`src/rtl/codec_clock_defines.vh`:
```
// Constants for the codec clock and reset generator: register offsets,
// field positions, reset values and counts.
// Assumes inclusion by bare name from the design and testbench files.
`ifndef CODEC_CLOCK_DEFINES_VH
`define CODEC_CLOCK_DEFINES_VH

// ==========================================================
// Register byte offsets
`define OFS_CLK_CTRL 8'h00
`define OFS_PLL_CTRL 8'h04
`define OFS_CLK_TOP 8'h08
`define OFS_FRAME_DIV 8'h0C
`define OFS_STATUS 8'h10

// ==========================================================
// Clock control fields
`define CC_ASYNC_BIT 0
`define CC_RATIO_LSB 1
`define CC_RATIO_MSB 2
`define CC_RATE_LSB 3
`define CC_RATE_MSB 5
`define CC_SLAVE_BIT 6
`define CC_RUN_BIT 7
`define CC_WIDTH 8
`define CC_RESET 8'h00

// Ratio codes and their master clocks per frame
`define RATIO_256 2'h0
`define RATIO_384 2'h1
`define RATIO_512 2'h2
`define DIV_256 13'h0100
`define DIV_384 13'h0180
`define DIV_512 13'h0200

// Rate codes: 8, 11.025, 16, 22.5, 32, 44.1, 48, 96 kHz
`define RATE_96K 3'h7

// ==========================================================
// PLL control fields
`define PLL_FRAC_LSB 0
`define PLL_FRAC_MSB 10
`define PLL_INT_LSB 11
`define PLL_INT_MSB 15
`define PLL_INT_RESET 5'h00
`define PLL_FRAC_RESET 11'h000
`define HALVE_BIT 0

// ==========================================================
// Frame divider for the PLL root and status bits
`define FDIV_WIDTH 13
`define FDIV_RESET 13'h1000
`define ST_RELEASED_BIT 0
`define ST_PLL_ON_BIT 1
`define ST_ROOT_PLL_BIT 2
`define ST_PENDING_BIT 3
`define ST_CFG_ERR_BIT 4

// ==========================================================
// Counts
`define RESET_MCLK_CYCLES 4'h8
`define BIT_SHIFT 7

// ==========================================================
// Bus responses
`define RESP_OKAY 2'h0
`define RESP_SLVERR 2'h2

`endif

```
`src/rtl/pin_sync_edge.v`:
```
// Two-stage synchroniser for a pin with a rising-edge strobe.
// Assumes the pin toggles well below half the aclk rate.
`timescale 1ns/10ps
`default_nettype none

module pin_sync_edge
(
	input wire aclk, // System clock
	input wire aresetn, // Synchronous reset, active low
	input wire pin_in, // Asynchronous pin
	output reg level_r, // Synchronised level
	output reg rise_r // One-cycle pulse on rising edge
);

reg meta_r;
reg sync_r;

// ==========================================================
// Crossing; meta_r feeds only sync_r
always @(posedge aclk)
begin
	if (!aresetn)
	begin
		meta_r <= 1'b0;
		sync_r <= 1'b0;
		level_r <= 1'b0;
		rise_r <= 1'b0;
	end
	else
	begin
		meta_r <= pin_in;
		sync_r <= meta_r;
		level_r <= sync_r;
		rise_r <= sync_r & ~level_r;
	end
end

endmodule // pin_sync_edge

`default_nettype wire

```
`src/rtl/codec_clock_and_reset_gen.v`:
```
// Codec clock generator and internal reset release, AXI4-Lite slave.
// Assumes pll_tick is a same-clock strobe from the PLL model and that
// the master clock pin and supply good pin are asynchronous.
//
// Our own choices: the placing of the registers and the AXI4-Lite slave port.
`timescale 1ns/10ps
`default_nettype none
`include "codec_clock_defines.vh"

module codec_clock_and_reset_gen
(
	input wire aclk, // System clock, 250 MHz
	input wire aresetn, // Synchronous reset, active low
	input wire system_master_clock_pin, // Master clock pin
	input wire supplies_good_pin, // High when all rails are up
	input wire pll_tick, // One tick per PLL output cycle
	input wire [7:0] s_axi_awaddr, // Write address
	input wire s_axi_awvalid, // Write address valid
	output reg s_axi_awready, // Write address ready
	input wire [31:0] s_axi_wdata, // Write data
	input wire [3:0] s_axi_wstrb, // Write byte strobes
	input wire s_axi_wvalid, // Write data valid
	output reg s_axi_wready, // Write data ready
	output reg [1:0] s_axi_bresp, // Write response
	output reg s_axi_bvalid, // Write response valid
	input wire s_axi_bready, // Write response ready
	input wire [7:0] s_axi_araddr, // Read address
	input wire s_axi_arvalid, // Read address valid
	output reg s_axi_arready, // Read address ready
	output reg [31:0] s_axi_rdata, // Read data
	output reg [1:0] s_axi_rresp, // Read response
	output reg s_axi_rvalid, // Read data valid
	input wire s_axi_rready, // Read data ready
	output reg internal_reset_n_r, // Internal reset, active low
	output reg pll_power_en_r, // PLL power enable
	output reg [4:0] pll_integer_divider_r, // PLL integer divider
	output reg [10:0] pll_fraction_divider_r, // PLL fraction divider
	output reg input_halving_select_r, // Halve PLL input
	output reg bit_clock_r, // Serial bit clock, 64 per frame
	output reg frame_clock_r, // Serial frame clock
	output reg root_is_pll_r // Audio root currently the PLL
);

// ==========================================================
// Declarations
wire mclk_rise;
wire supply_level;
reg [3:0] rel_cnt_r;
reg released_r;
reg [`CC_WIDTH-1:0] clk_ctrl_r;
reg [`FDIV_WIDTH-1:0] frame_div_r;
reg cfg_err_r;
reg aw_hold_r;
reg w_hold_r;
reg [7:0] aw_addr_r;
reg [31:0] w_data_r;
reg [3:0] w_strb_r;
reg [31:0] wr_val;
reg [`CC_WIDTH-1:0] cc_nxt;
reg cc_bad;
reg [31:0] rd_val;
reg rd_ok;
reg [`FDIV_WIDTH-1:0] tick_cnt_r;
reg [`FDIV_WIDTH-1:0] bit_cnt_r;
reg [`FDIV_WIDTH-1:0] div_now;
wire [`FDIV_WIDTH-1:0] bit_half;
wire root_tick;
wire running;
wire idle;
wire err_set;
wire err_clr;

// Byte-lane merge of a write into an old word
function [31:0] merge;
	input [31:0] old_v;
	input [31:0] new_v;
	input [3:0] strb;
	integer i;
	begin
		merge = old_v;
		for (i = 0; i < 4; i = i + 1)
			if (strb[i])
				merge[i*8 +: 8] = new_v[i*8 +: 8];
	end
endfunction

// ==========================================================
// Pin crossings
pin_sync_edge u_mclk_sync
(
	.aclk(aclk),
	.aresetn(aresetn),
	.pin_in(system_master_clock_pin),
	.level_r(),
	.rise_r(mclk_rise)
);

pin_sync_edge u_supply_sync
(
	.aclk(aclk),
	.aresetn(aresetn),
	.pin_in(supplies_good_pin),
	.level_r(supply_level),
	.rise_r()
);

// ==========================================================
// Internal reset: restarts whenever a rail drops
always @(posedge aclk)
begin
	if (!aresetn)
	begin
		rel_cnt_r <= 4'h0;
		released_r <= 1'b0;
		internal_reset_n_r <= 1'b0;
	end
	else
	begin
		if (!supply_level)
		begin
			rel_cnt_r <= 4'h0;
			released_r <= 1'b0;
		end
		else if (!released_r && mclk_rise)
		begin
			if (rel_cnt_r == `RESET_MCLK_CYCLES - 4'h1)
				released_r <= 1'b1;
			rel_cnt_r <= rel_cnt_r + 4'h1;
		end
		internal_reset_n_r <= released_r && supply_level;
	end
end

// ==========================================================
// Write decode and legality of a clock control value
always @*
begin
	wr_val = 32'h0000_0000;
	cc_bad = 1'b0;
	case (aw_addr_r)
	`OFS_CLK_CTRL:
		wr_val = merge({24'h00_0000, clk_ctrl_r}, w_data_r, w_strb_r);
	`OFS_PLL_CTRL:
		wr_val = merge({16'h0000, pll_integer_divider_r, pll_fraction_divider_r},
			w_data_r, w_strb_r);
	`OFS_CLK_TOP:
		wr_val = merge({31'h0000_0000, input_halving_select_r}, w_data_r, w_strb_r);
	`OFS_FRAME_DIV:
		wr_val = merge({19'h0_0000, frame_div_r}, w_data_r, w_strb_r);
	`OFS_STATUS:
		wr_val = merge(32'h0000_0000, w_data_r, w_strb_r);
	default:
		wr_val = 32'h0000_0000;
	endcase
	cc_nxt = wr_val[`CC_WIDTH-1:0];
	// Ratio code 3 does not exist
	if (cc_nxt[`CC_RATIO_MSB:`CC_RATIO_LSB] == 2'h3)
		cc_bad = 1'b1;
	if (cc_nxt[`CC_RATE_MSB:`CC_RATE_LSB] == `RATE_96K
		&& cc_nxt[`CC_RATIO_MSB:`CC_RATIO_LSB] != `RATIO_256)
		cc_bad = 1'b1;
	if (cc_nxt[`CC_ASYNC_BIT] && cc_nxt[`CC_SLAVE_BIT])
		cc_bad = 1'b1;
end

// Config error flag: set wins over a write-one clear
assign err_set = aw_hold_r && w_hold_r && !s_axi_bvalid && released_r
	&& aw_addr_r == `OFS_CLK_CTRL && cc_bad;
assign err_clr = aw_hold_r && w_hold_r && !s_axi_bvalid && released_r
	&& aw_addr_r == `OFS_STATUS && wr_val[`ST_CFG_ERR_BIT];

// ==========================================================
// Write channel and register storage
always @(posedge aclk)
begin
	if (!aresetn)
	begin
		s_axi_awready <= 1'b0;
		s_axi_wready <= 1'b0;
		s_axi_bvalid <= 1'b0;
		s_axi_bresp <= `RESP_OKAY;
		aw_hold_r <= 1'b0;
		w_hold_r <= 1'b0;
		aw_addr_r <= 8'h00;
		w_data_r <= 32'h0000_0000;
		w_strb_r <= 4'h0;
		clk_ctrl_r <= `CC_RESET;
		pll_integer_divider_r <= `PLL_INT_RESET;
		pll_fraction_divider_r <= `PLL_FRAC_RESET;
		input_halving_select_r <= 1'b0;
		frame_div_r <= `FDIV_RESET;
		cfg_err_r <= 1'b0;
	end
	else
	begin
		if (!aw_hold_r && !s_axi_awready && !s_axi_bvalid)
			s_axi_awready <= 1'b1;
		if (!w_hold_r && !s_axi_wready && !s_axi_bvalid)
			s_axi_wready <= 1'b1;
		if (s_axi_awvalid && s_axi_awready)
		begin
			aw_hold_r <= 1'b1;
			aw_addr_r <= {s_axi_awaddr[7:2], 2'h0};
			s_axi_awready <= 1'b0;
		end
		if (s_axi_wvalid && s_axi_wready)
		begin
			w_hold_r <= 1'b1;
			w_data_r <= s_axi_wdata;
			w_strb_r <= s_axi_wstrb;
			s_axi_wready <= 1'b0;
		end
		if (aw_hold_r && w_hold_r && !s_axi_bvalid)
		begin
			aw_hold_r <= 1'b0;
			w_hold_r <= 1'b0;
			s_axi_bvalid <= 1'b1;
			s_axi_bresp <= `RESP_OKAY;
			// Nothing is stored before the internal reset releases
			if (!released_r)
				s_axi_bresp <= `RESP_SLVERR;
			else
				case (aw_addr_r)
				`OFS_CLK_CTRL:
					if (cc_bad)
						s_axi_bresp <= `RESP_SLVERR;
					else
						clk_ctrl_r <= cc_nxt;
				`OFS_PLL_CTRL:
				begin
					pll_integer_divider_r <= wr_val[`PLL_INT_MSB:`PLL_INT_LSB];
					pll_fraction_divider_r <= wr_val[`PLL_FRAC_MSB:`PLL_FRAC_LSB];
				end
				`OFS_CLK_TOP:
					input_halving_select_r <= wr_val[`HALVE_BIT];
				`OFS_FRAME_DIV:
					frame_div_r <= wr_val[`FDIV_WIDTH-1:0];
				`OFS_STATUS:
					s_axi_bresp <= `RESP_OKAY;
				default:
					s_axi_bresp <= `RESP_SLVERR;
				endcase
		end
		if (s_axi_bvalid && s_axi_bready)
			s_axi_bvalid <= 1'b0;
		if (err_set)
			cfg_err_r <= 1'b1;
		else if (err_clr)
			cfg_err_r <= 1'b0;
	end
end

// ==========================================================
// Read decode
always @*
begin
	rd_val = 32'h0000_0000;
	rd_ok = 1'b1;
	case ({s_axi_araddr[7:2], 2'h0})
	`OFS_CLK_CTRL:
		rd_val = {24'h00_0000, clk_ctrl_r};
	`OFS_PLL_CTRL:
		rd_val = {16'h0000, pll_integer_divider_r, pll_fraction_divider_r};
	`OFS_CLK_TOP:
		rd_val = {31'h0000_0000, input_halving_select_r};
	`OFS_FRAME_DIV:
		rd_val = {19'h0_0000, frame_div_r};
	`OFS_STATUS:
	begin
		rd_val[`ST_RELEASED_BIT] = released_r;
		rd_val[`ST_PLL_ON_BIT] = pll_power_en_r;
		rd_val[`ST_ROOT_PLL_BIT] = root_is_pll_r;
		rd_val[`ST_PENDING_BIT] = root_is_pll_r != clk_ctrl_r[`CC_ASYNC_BIT];
		rd_val[`ST_CFG_ERR_BIT] = cfg_err_r;
	end
	default:
		rd_ok = 1'b0;
	endcase
end

// Read channel; one cycle from address to data
always @(posedge aclk)
begin
	if (!aresetn)
	begin
		s_axi_arready <= 1'b0;
		s_axi_rvalid <= 1'b0;
		s_axi_rdata <= 32'h0000_0000;
		s_axi_rresp <= `RESP_OKAY;
	end
	else
	begin
		if (!s_axi_arready && !s_axi_rvalid)
			s_axi_arready <= 1'b1;
		if (s_axi_arvalid && s_axi_arready)
		begin
			s_axi_arready <= 1'b0;
			s_axi_rvalid <= 1'b1;
			s_axi_rdata <= rd_val;
			s_axi_rresp <= rd_ok ? `RESP_OKAY : `RESP_SLVERR;
		end
		if (s_axi_rvalid && s_axi_rready)
			s_axi_rvalid <= 1'b0;
	end
end

// ==========================================================
// Root selection and frame length
assign running = clk_ctrl_r[`CC_RUN_BIT] && internal_reset_n_r;
// Idle also needs both clock outputs low, so a switch never clips a phase
assign idle = !running && tick_cnt_r == {`FDIV_WIDTH{1'b0}}
	&& !bit_clock_r && !frame_clock_r;
// Synchronous root counts master clock edges locked to the frame
assign root_tick = root_is_pll_r ? pll_tick : mclk_rise;

always @*
begin
	div_now = `DIV_256;
	if (root_is_pll_r)
		div_now = frame_div_r;
	else
		case (clk_ctrl_r[`CC_RATIO_MSB:`CC_RATIO_LSB])
		`RATIO_256:
			div_now = `DIV_256;
		`RATIO_384:
			div_now = `DIV_384;
		`RATIO_512:
			div_now = `DIV_512;
		default:
			div_now = `DIV_256;
		endcase
end

// 64 bit clocks per frame; PLL frame length should be a multiple of 128
assign bit_half = div_now >> `BIT_SHIFT;

// ==========================================================
// Audio dividers and glitch-free root switch
always @(posedge aclk)
begin
	if (!aresetn)
	begin
		root_is_pll_r <= 1'b0;
		pll_power_en_r <= 1'b0;
		tick_cnt_r <= {`FDIV_WIDTH{1'b0}};
		bit_cnt_r <= {`FDIV_WIDTH{1'b0}};
		bit_clock_r <= 1'b0;
		frame_clock_r <= 1'b0;
	end
	else
	begin
		// PLL stays off unless asynchronous mode is asked for or in use
		pll_power_en_r <= clk_ctrl_r[`CC_ASYNC_BIT] || root_is_pll_r;
		// Changing root mid-frame would clip a clock phase
		if (idle)
			root_is_pll_r <= clk_ctrl_r[`CC_ASYNC_BIT];
		if (!running)
		begin
			tick_cnt_r <= {`FDIV_WIDTH{1'b0}};
			bit_cnt_r <= {`FDIV_WIDTH{1'b0}};
			bit_clock_r <= 1'b0;
			frame_clock_r <= 1'b0;
		end
		else if (root_tick)
		begin
			// Integer division of the root into frame and bit clocks
			if (tick_cnt_r >= div_now - {{(`FDIV_WIDTH-1){1'b0}}, 1'b1})
			begin
				tick_cnt_r <= {`FDIV_WIDTH{1'b0}};
				frame_clock_r <= 1'b0;
			end
			else
			begin
				tick_cnt_r <= tick_cnt_r + {{(`FDIV_WIDTH-1){1'b0}}, 1'b1};
				frame_clock_r <= (tick_cnt_r + {{(`FDIV_WIDTH-1){1'b0}}, 1'b1})
					>= (div_now >> 1);
			end
			if (bit_cnt_r >= bit_half - {{(`FDIV_WIDTH-1){1'b0}}, 1'b1})
			begin
				bit_cnt_r <= {`FDIV_WIDTH{1'b0}};
				bit_clock_r <= ~bit_clock_r;
			end
			else
				bit_cnt_r <= bit_cnt_r + {{(`FDIV_WIDTH-1){1'b0}}, 1'b1};
		end
	end
end

endmodule // codec_clock_and_reset_gen

`default_nettype wire

```
`config.mk`:
```
export PLATFORM = sky130hd
export DESIGN_NAME = codec_clock_and_reset_gen
export DESIGN_NICKNAME = d
export VERILOG_FILES = /design/src/rtl/pin_sync_edge.v /design/src/rtl/codec_clock_and_reset_gen.v
export VERILOG_INCLUDE_DIRS = /design/src /design/src/rtl
export SDC_FILE = /design/constraint.sdc
export NUM_CORES = 1
export LEC_CHECK = 0
export BUFFER_PORTS_ARGS = -buffer_cell sky130_fd_sc_hd__buf_2
export CAP_MARGIN = 40
export CORE_MARGIN = 1.5
export CORE_UTILIZATION = 30
export CTS_CLUSTER_SIZE = 16
export DETAILED_ROUTE_END_ITERATION = 8
export SKIP_LAST_GASP = 1
export SLEW_MARGIN = 20
export SYNTH_ARGS = -nofsm -noshare
export SYNTH_HDL_FRONTEND = slang
export SYNTH_HIERARCHICAL = 1
export SYNTH_SLANG_ARGS = --single-unit
```
`constraint.sdc`:
```
create_clock -name aclk -period 4.7 [get_ports aclk]
set_clock_uncertainty 0.1 [all_clocks]
set_input_delay 0.235 -clock aclk [delete_from_list [all_inputs] [get_ports aclk]]
set_output_delay 0.235 -clock aclk [all_outputs]
set_load 0.02 [all_outputs]
```
==> summary by stage <==
Power and ir drop
Power spread over the standard cell area amounts to 313.7 nW/µm². The worst ir drop on vdd is 232.2 µV. The static power due to leakage is 3.518 nW.

Die
In this run the vertical extent of the chip is 158.4 µm. The total number of placement rows is 56. The number of top-level pins is 125.

The die outline area is 25,100 µm². The area of the core is 23,610 µm². The horizontal extent of the die is 158.4 µm. For this configuration, the core starts out at a cell density of 30.70%.

Yosys
The cell count after synthesis is 910. Each instance of the synthesized netlist takes up on average 7.965 µm². The Yosys step of the flow raised 6 warnings. The area of the mapped netlist is 7248 µm².

Placed design
Buffers placed on the I/O ports in this run total 84. The number of placed instances, taps included, is 1,274. The final HPWL from detailed placement is 14,420 µm.

The weighted congestion at the end of routability-driven global placement is 0.8145. After detailed placement, the total cell area comes to 7880 µm². Before CTS, the worst setup slack after placement is 726.7 ps.

Timing
Static timing analysis puts the maximum clock frequency at 0.2498 GHz. The number of pins exceeding their max-slew limit in the final report was 0. In this run the tightest slew margin relative to its limit is 43.46%. Setup violations remaining at the end of the flow were counted as 0.

The pin slew with the least headroom to its limit is 840.3 ps. The final critical-path setup slack is 696.2 ps. Setup repair after global routing left no endpoint under its margin.

After routing, the total negative slack on setup checks comes to 0 ps. Across all hold checks on the routed design, the worst slack comes to 26.78 ps. The period utilization is 85.19%. The number of failing hold endpoints at the final stage came to 0.

Subtracting the final worst setup slack from the clock period gives 4004 ps.

Route
Once detail routing completed, the nets flagged for antenna violations numbered 0. The post-detailed-route wirelength per cell is 15.04 µm. Across all layers, the routed design uses 6,563 vias. The iteration count of the initial detailed-routing pass is 5.

The number of vias per cell is 4.923. In the routed design, unresolved DRC markers number 0. The final layout contains routed wiring with a total length of 20,050 µm. The first routing iteration left 504 violations.

Worst setup path
The signal arrival time at the worst endpoint is 4260 ps. In this run the worst path has a maximum fanout of 7. STA classifies the critical path startpoint as a flop.

Data on the critical path is required at its endpoint by 4960 ps. The type of destination of the critical path is a flop. The critical path start-end classification is flop to flop.

Global route
The via count of the first global-routing pass is 6,289. For this run the aggregate overflow at the end of global routing stands at 0. The first global-routing pass estimated 32,310 µm of wire. The initial antenna violation count is 0. Global routing consumed, over all layers together, 16.55% of the routing resources. Entering global routing, the biggest net connects 44 pins.

Worst hold path
The tightest min-delay check is of the input pin to flop type.

CTS
The maximum buffer depth of the clock tree is 2. The later-pin clock latency in the skew report is 430 ps. Clock-pin slew was measured on the worst setup and hold paths at 60 ps. The number of setup buffers added after CTS is 0. The number of clock buffers inserted by TritonCTS is 17. The clock net in this run drives a total of 131 sinks. The tree is rooted in a sky130_fd_sc_hd__clkbuf_16. The TritonCTS clock tree is yes. CTS built an H-tree with a depth of 4.

Outcome
The flow ran to the end, and the final reports show no timing, DRC or antenna violations.

Cells and area
Once layout is done, the placed cells without fillers occupy 8782 µm². The filler cell count is 2,502. In the final layout, the share of cells above drive strength 1 is 16.07%. The post-layout instance count excluding filler cells is 1,333. The repair_antennas step left the layout with diodes totalling 0. From synthesis to final layout, the design area changed by 21.16%.

The number of nets at the end of the flow is 1,106.

Flow run
Across the run, the number of max-cap violations was 0.
## path summary, 6_finish.rpt
| kind | endpoint | cells after the start | slack, ps | startpoint |
|---|---|---|---|---|
| worst max-delay path | bit_cnt_r[9] | 15 | 700 | clk_ctrl_r[2] |
| worst min-delay path | s_axi_wready | 4 | 30 | s_axi_wvalid |
| worst max register to register | bit_cnt_r[9] | 15 | 700 | clk_ctrl_r[2] |
| worst min register to register | u_supply_sync/level_r | 1 | 340 | u_supply_sync/sync_r |
## layout by cell type (no fill, tap or decap), drive strengths merged, types with 4 or more instances in the layout
master       count
bufinv           4
mux2i           17
nand4           12
xor2            22
nor4             5
inv             19
nor2b            6
nand2b           7
o21ai           19
mux2            16
a21oi          109
a211oi           4
clkbuf          19
a21o            11
buf             94
xnor2            9
a221oi           7
or2              8
ha              43
nand3           32
a31oi            5
nand3b           5
a311oi           4
and2            14
a22o             5
or3              5
conb            18
and3             8
dlygate4sd3     27
dfxtp          131
nor3            23
nand2          152
nor2           102
a22oi           16
## critical path, cell delays in order, from the launching register on
cell                       delay, ps
sky130_fd_sc_hd__dfxtp_1         400
sky130_fd_sc_hd__nor3b_1         340
sky130_fd_sc_hd__o21bai_1        300
sky130_fd_sc_hd__ha_1            290
sky130_fd_sc_hd__nand2_1          90
sky130_fd_sc_hd__a21oi_1         280
sky130_fd_sc_hd__nand3_1         350
sky130_fd_sc_hd__ha_1            420
sky130_fd_sc_hd__a21o_1          180
sky130_fd_sc_hd__a21o_1          160
sky130_fd_sc_hd__a21oi_1         120
sky130_fd_sc_hd__o21ai_0          90
sky130_fd_sc_hd__a21oi_1         240
sky130_fd_sc_hd__o21bai_1        220
sky130_fd_sc_hd__buf_4           250
sky130_fd_sc_hd__nor2_1          100
## repair_timing
| action | 4_1_cts | 5_1_grt |
|---|---|---|
| gates resized for setup | 0 | 0 |
| hold endpoints to repair | 27 | 0 |
| hold buffers | 27 | 0 |
## registers in the layout, indices dropped and copies added, names as in the netlist, 2 cells and up
name / flops
bit_cnt_r: 13
clk_ctrl_r: 8
tick_cnt_r: 13
w_strb_r: 2
w_data_r: 16
rel_cnt_r: 4
pll_fraction_divider_r: 11
frame_div_r: 13
aw_addr_r: 6
s_axi_rdata: 16
pll_integer_divider_r: 5
## through the flow
step | power [W] | util (%)
floorplan | 0.001288 | -
global placement | 0.001326 | 33.35
detailed placement | 0.001328 | 33.37
CTS | 0.002786 | 37.19
global route | 0.002859 | 37.19
finish | 0.002755 | 37.19
## where the power goes
part	leakage (nW)	switching [W]	total [W]	internal [W]
registers	1.06	0.0000234	0.00115	0.00113
clock network	0.301	0.000536	0.00143	0.000899
logic	2.16	0.000107	0.000167	0.0000602
total	3.52	0.000666	0.00276	0.00209
## metal layers
metal / up-vias / global-route usage (%) / wire (µm)
li1: 3345 / - / -
met1: 3057 / 21.02 / 9383
met3: 18 / 3.974 / 816
met5: - / 0 / 0
met2: 143 / 28.13 / 9643
met4: 0 / 3.961 / 207
## cell type report
cell class | instances | area, µm² | share of cell area, %
clock buffers | 19 | 432.9 | 4.929
well taps | 319 | 399.1 | 4.545
inverters | 15 | 56.30 | 0.6411
clock inverters | 13 | 198.9 | 2.265
flip-flops and latches | 131 | 2623 | 29.86
repair buffers | 121 | 763.2 | 8.691
multi-input cells | 715 | 4309 | 49.07
No activity file was read; power rests on OpenSTA's default activity.
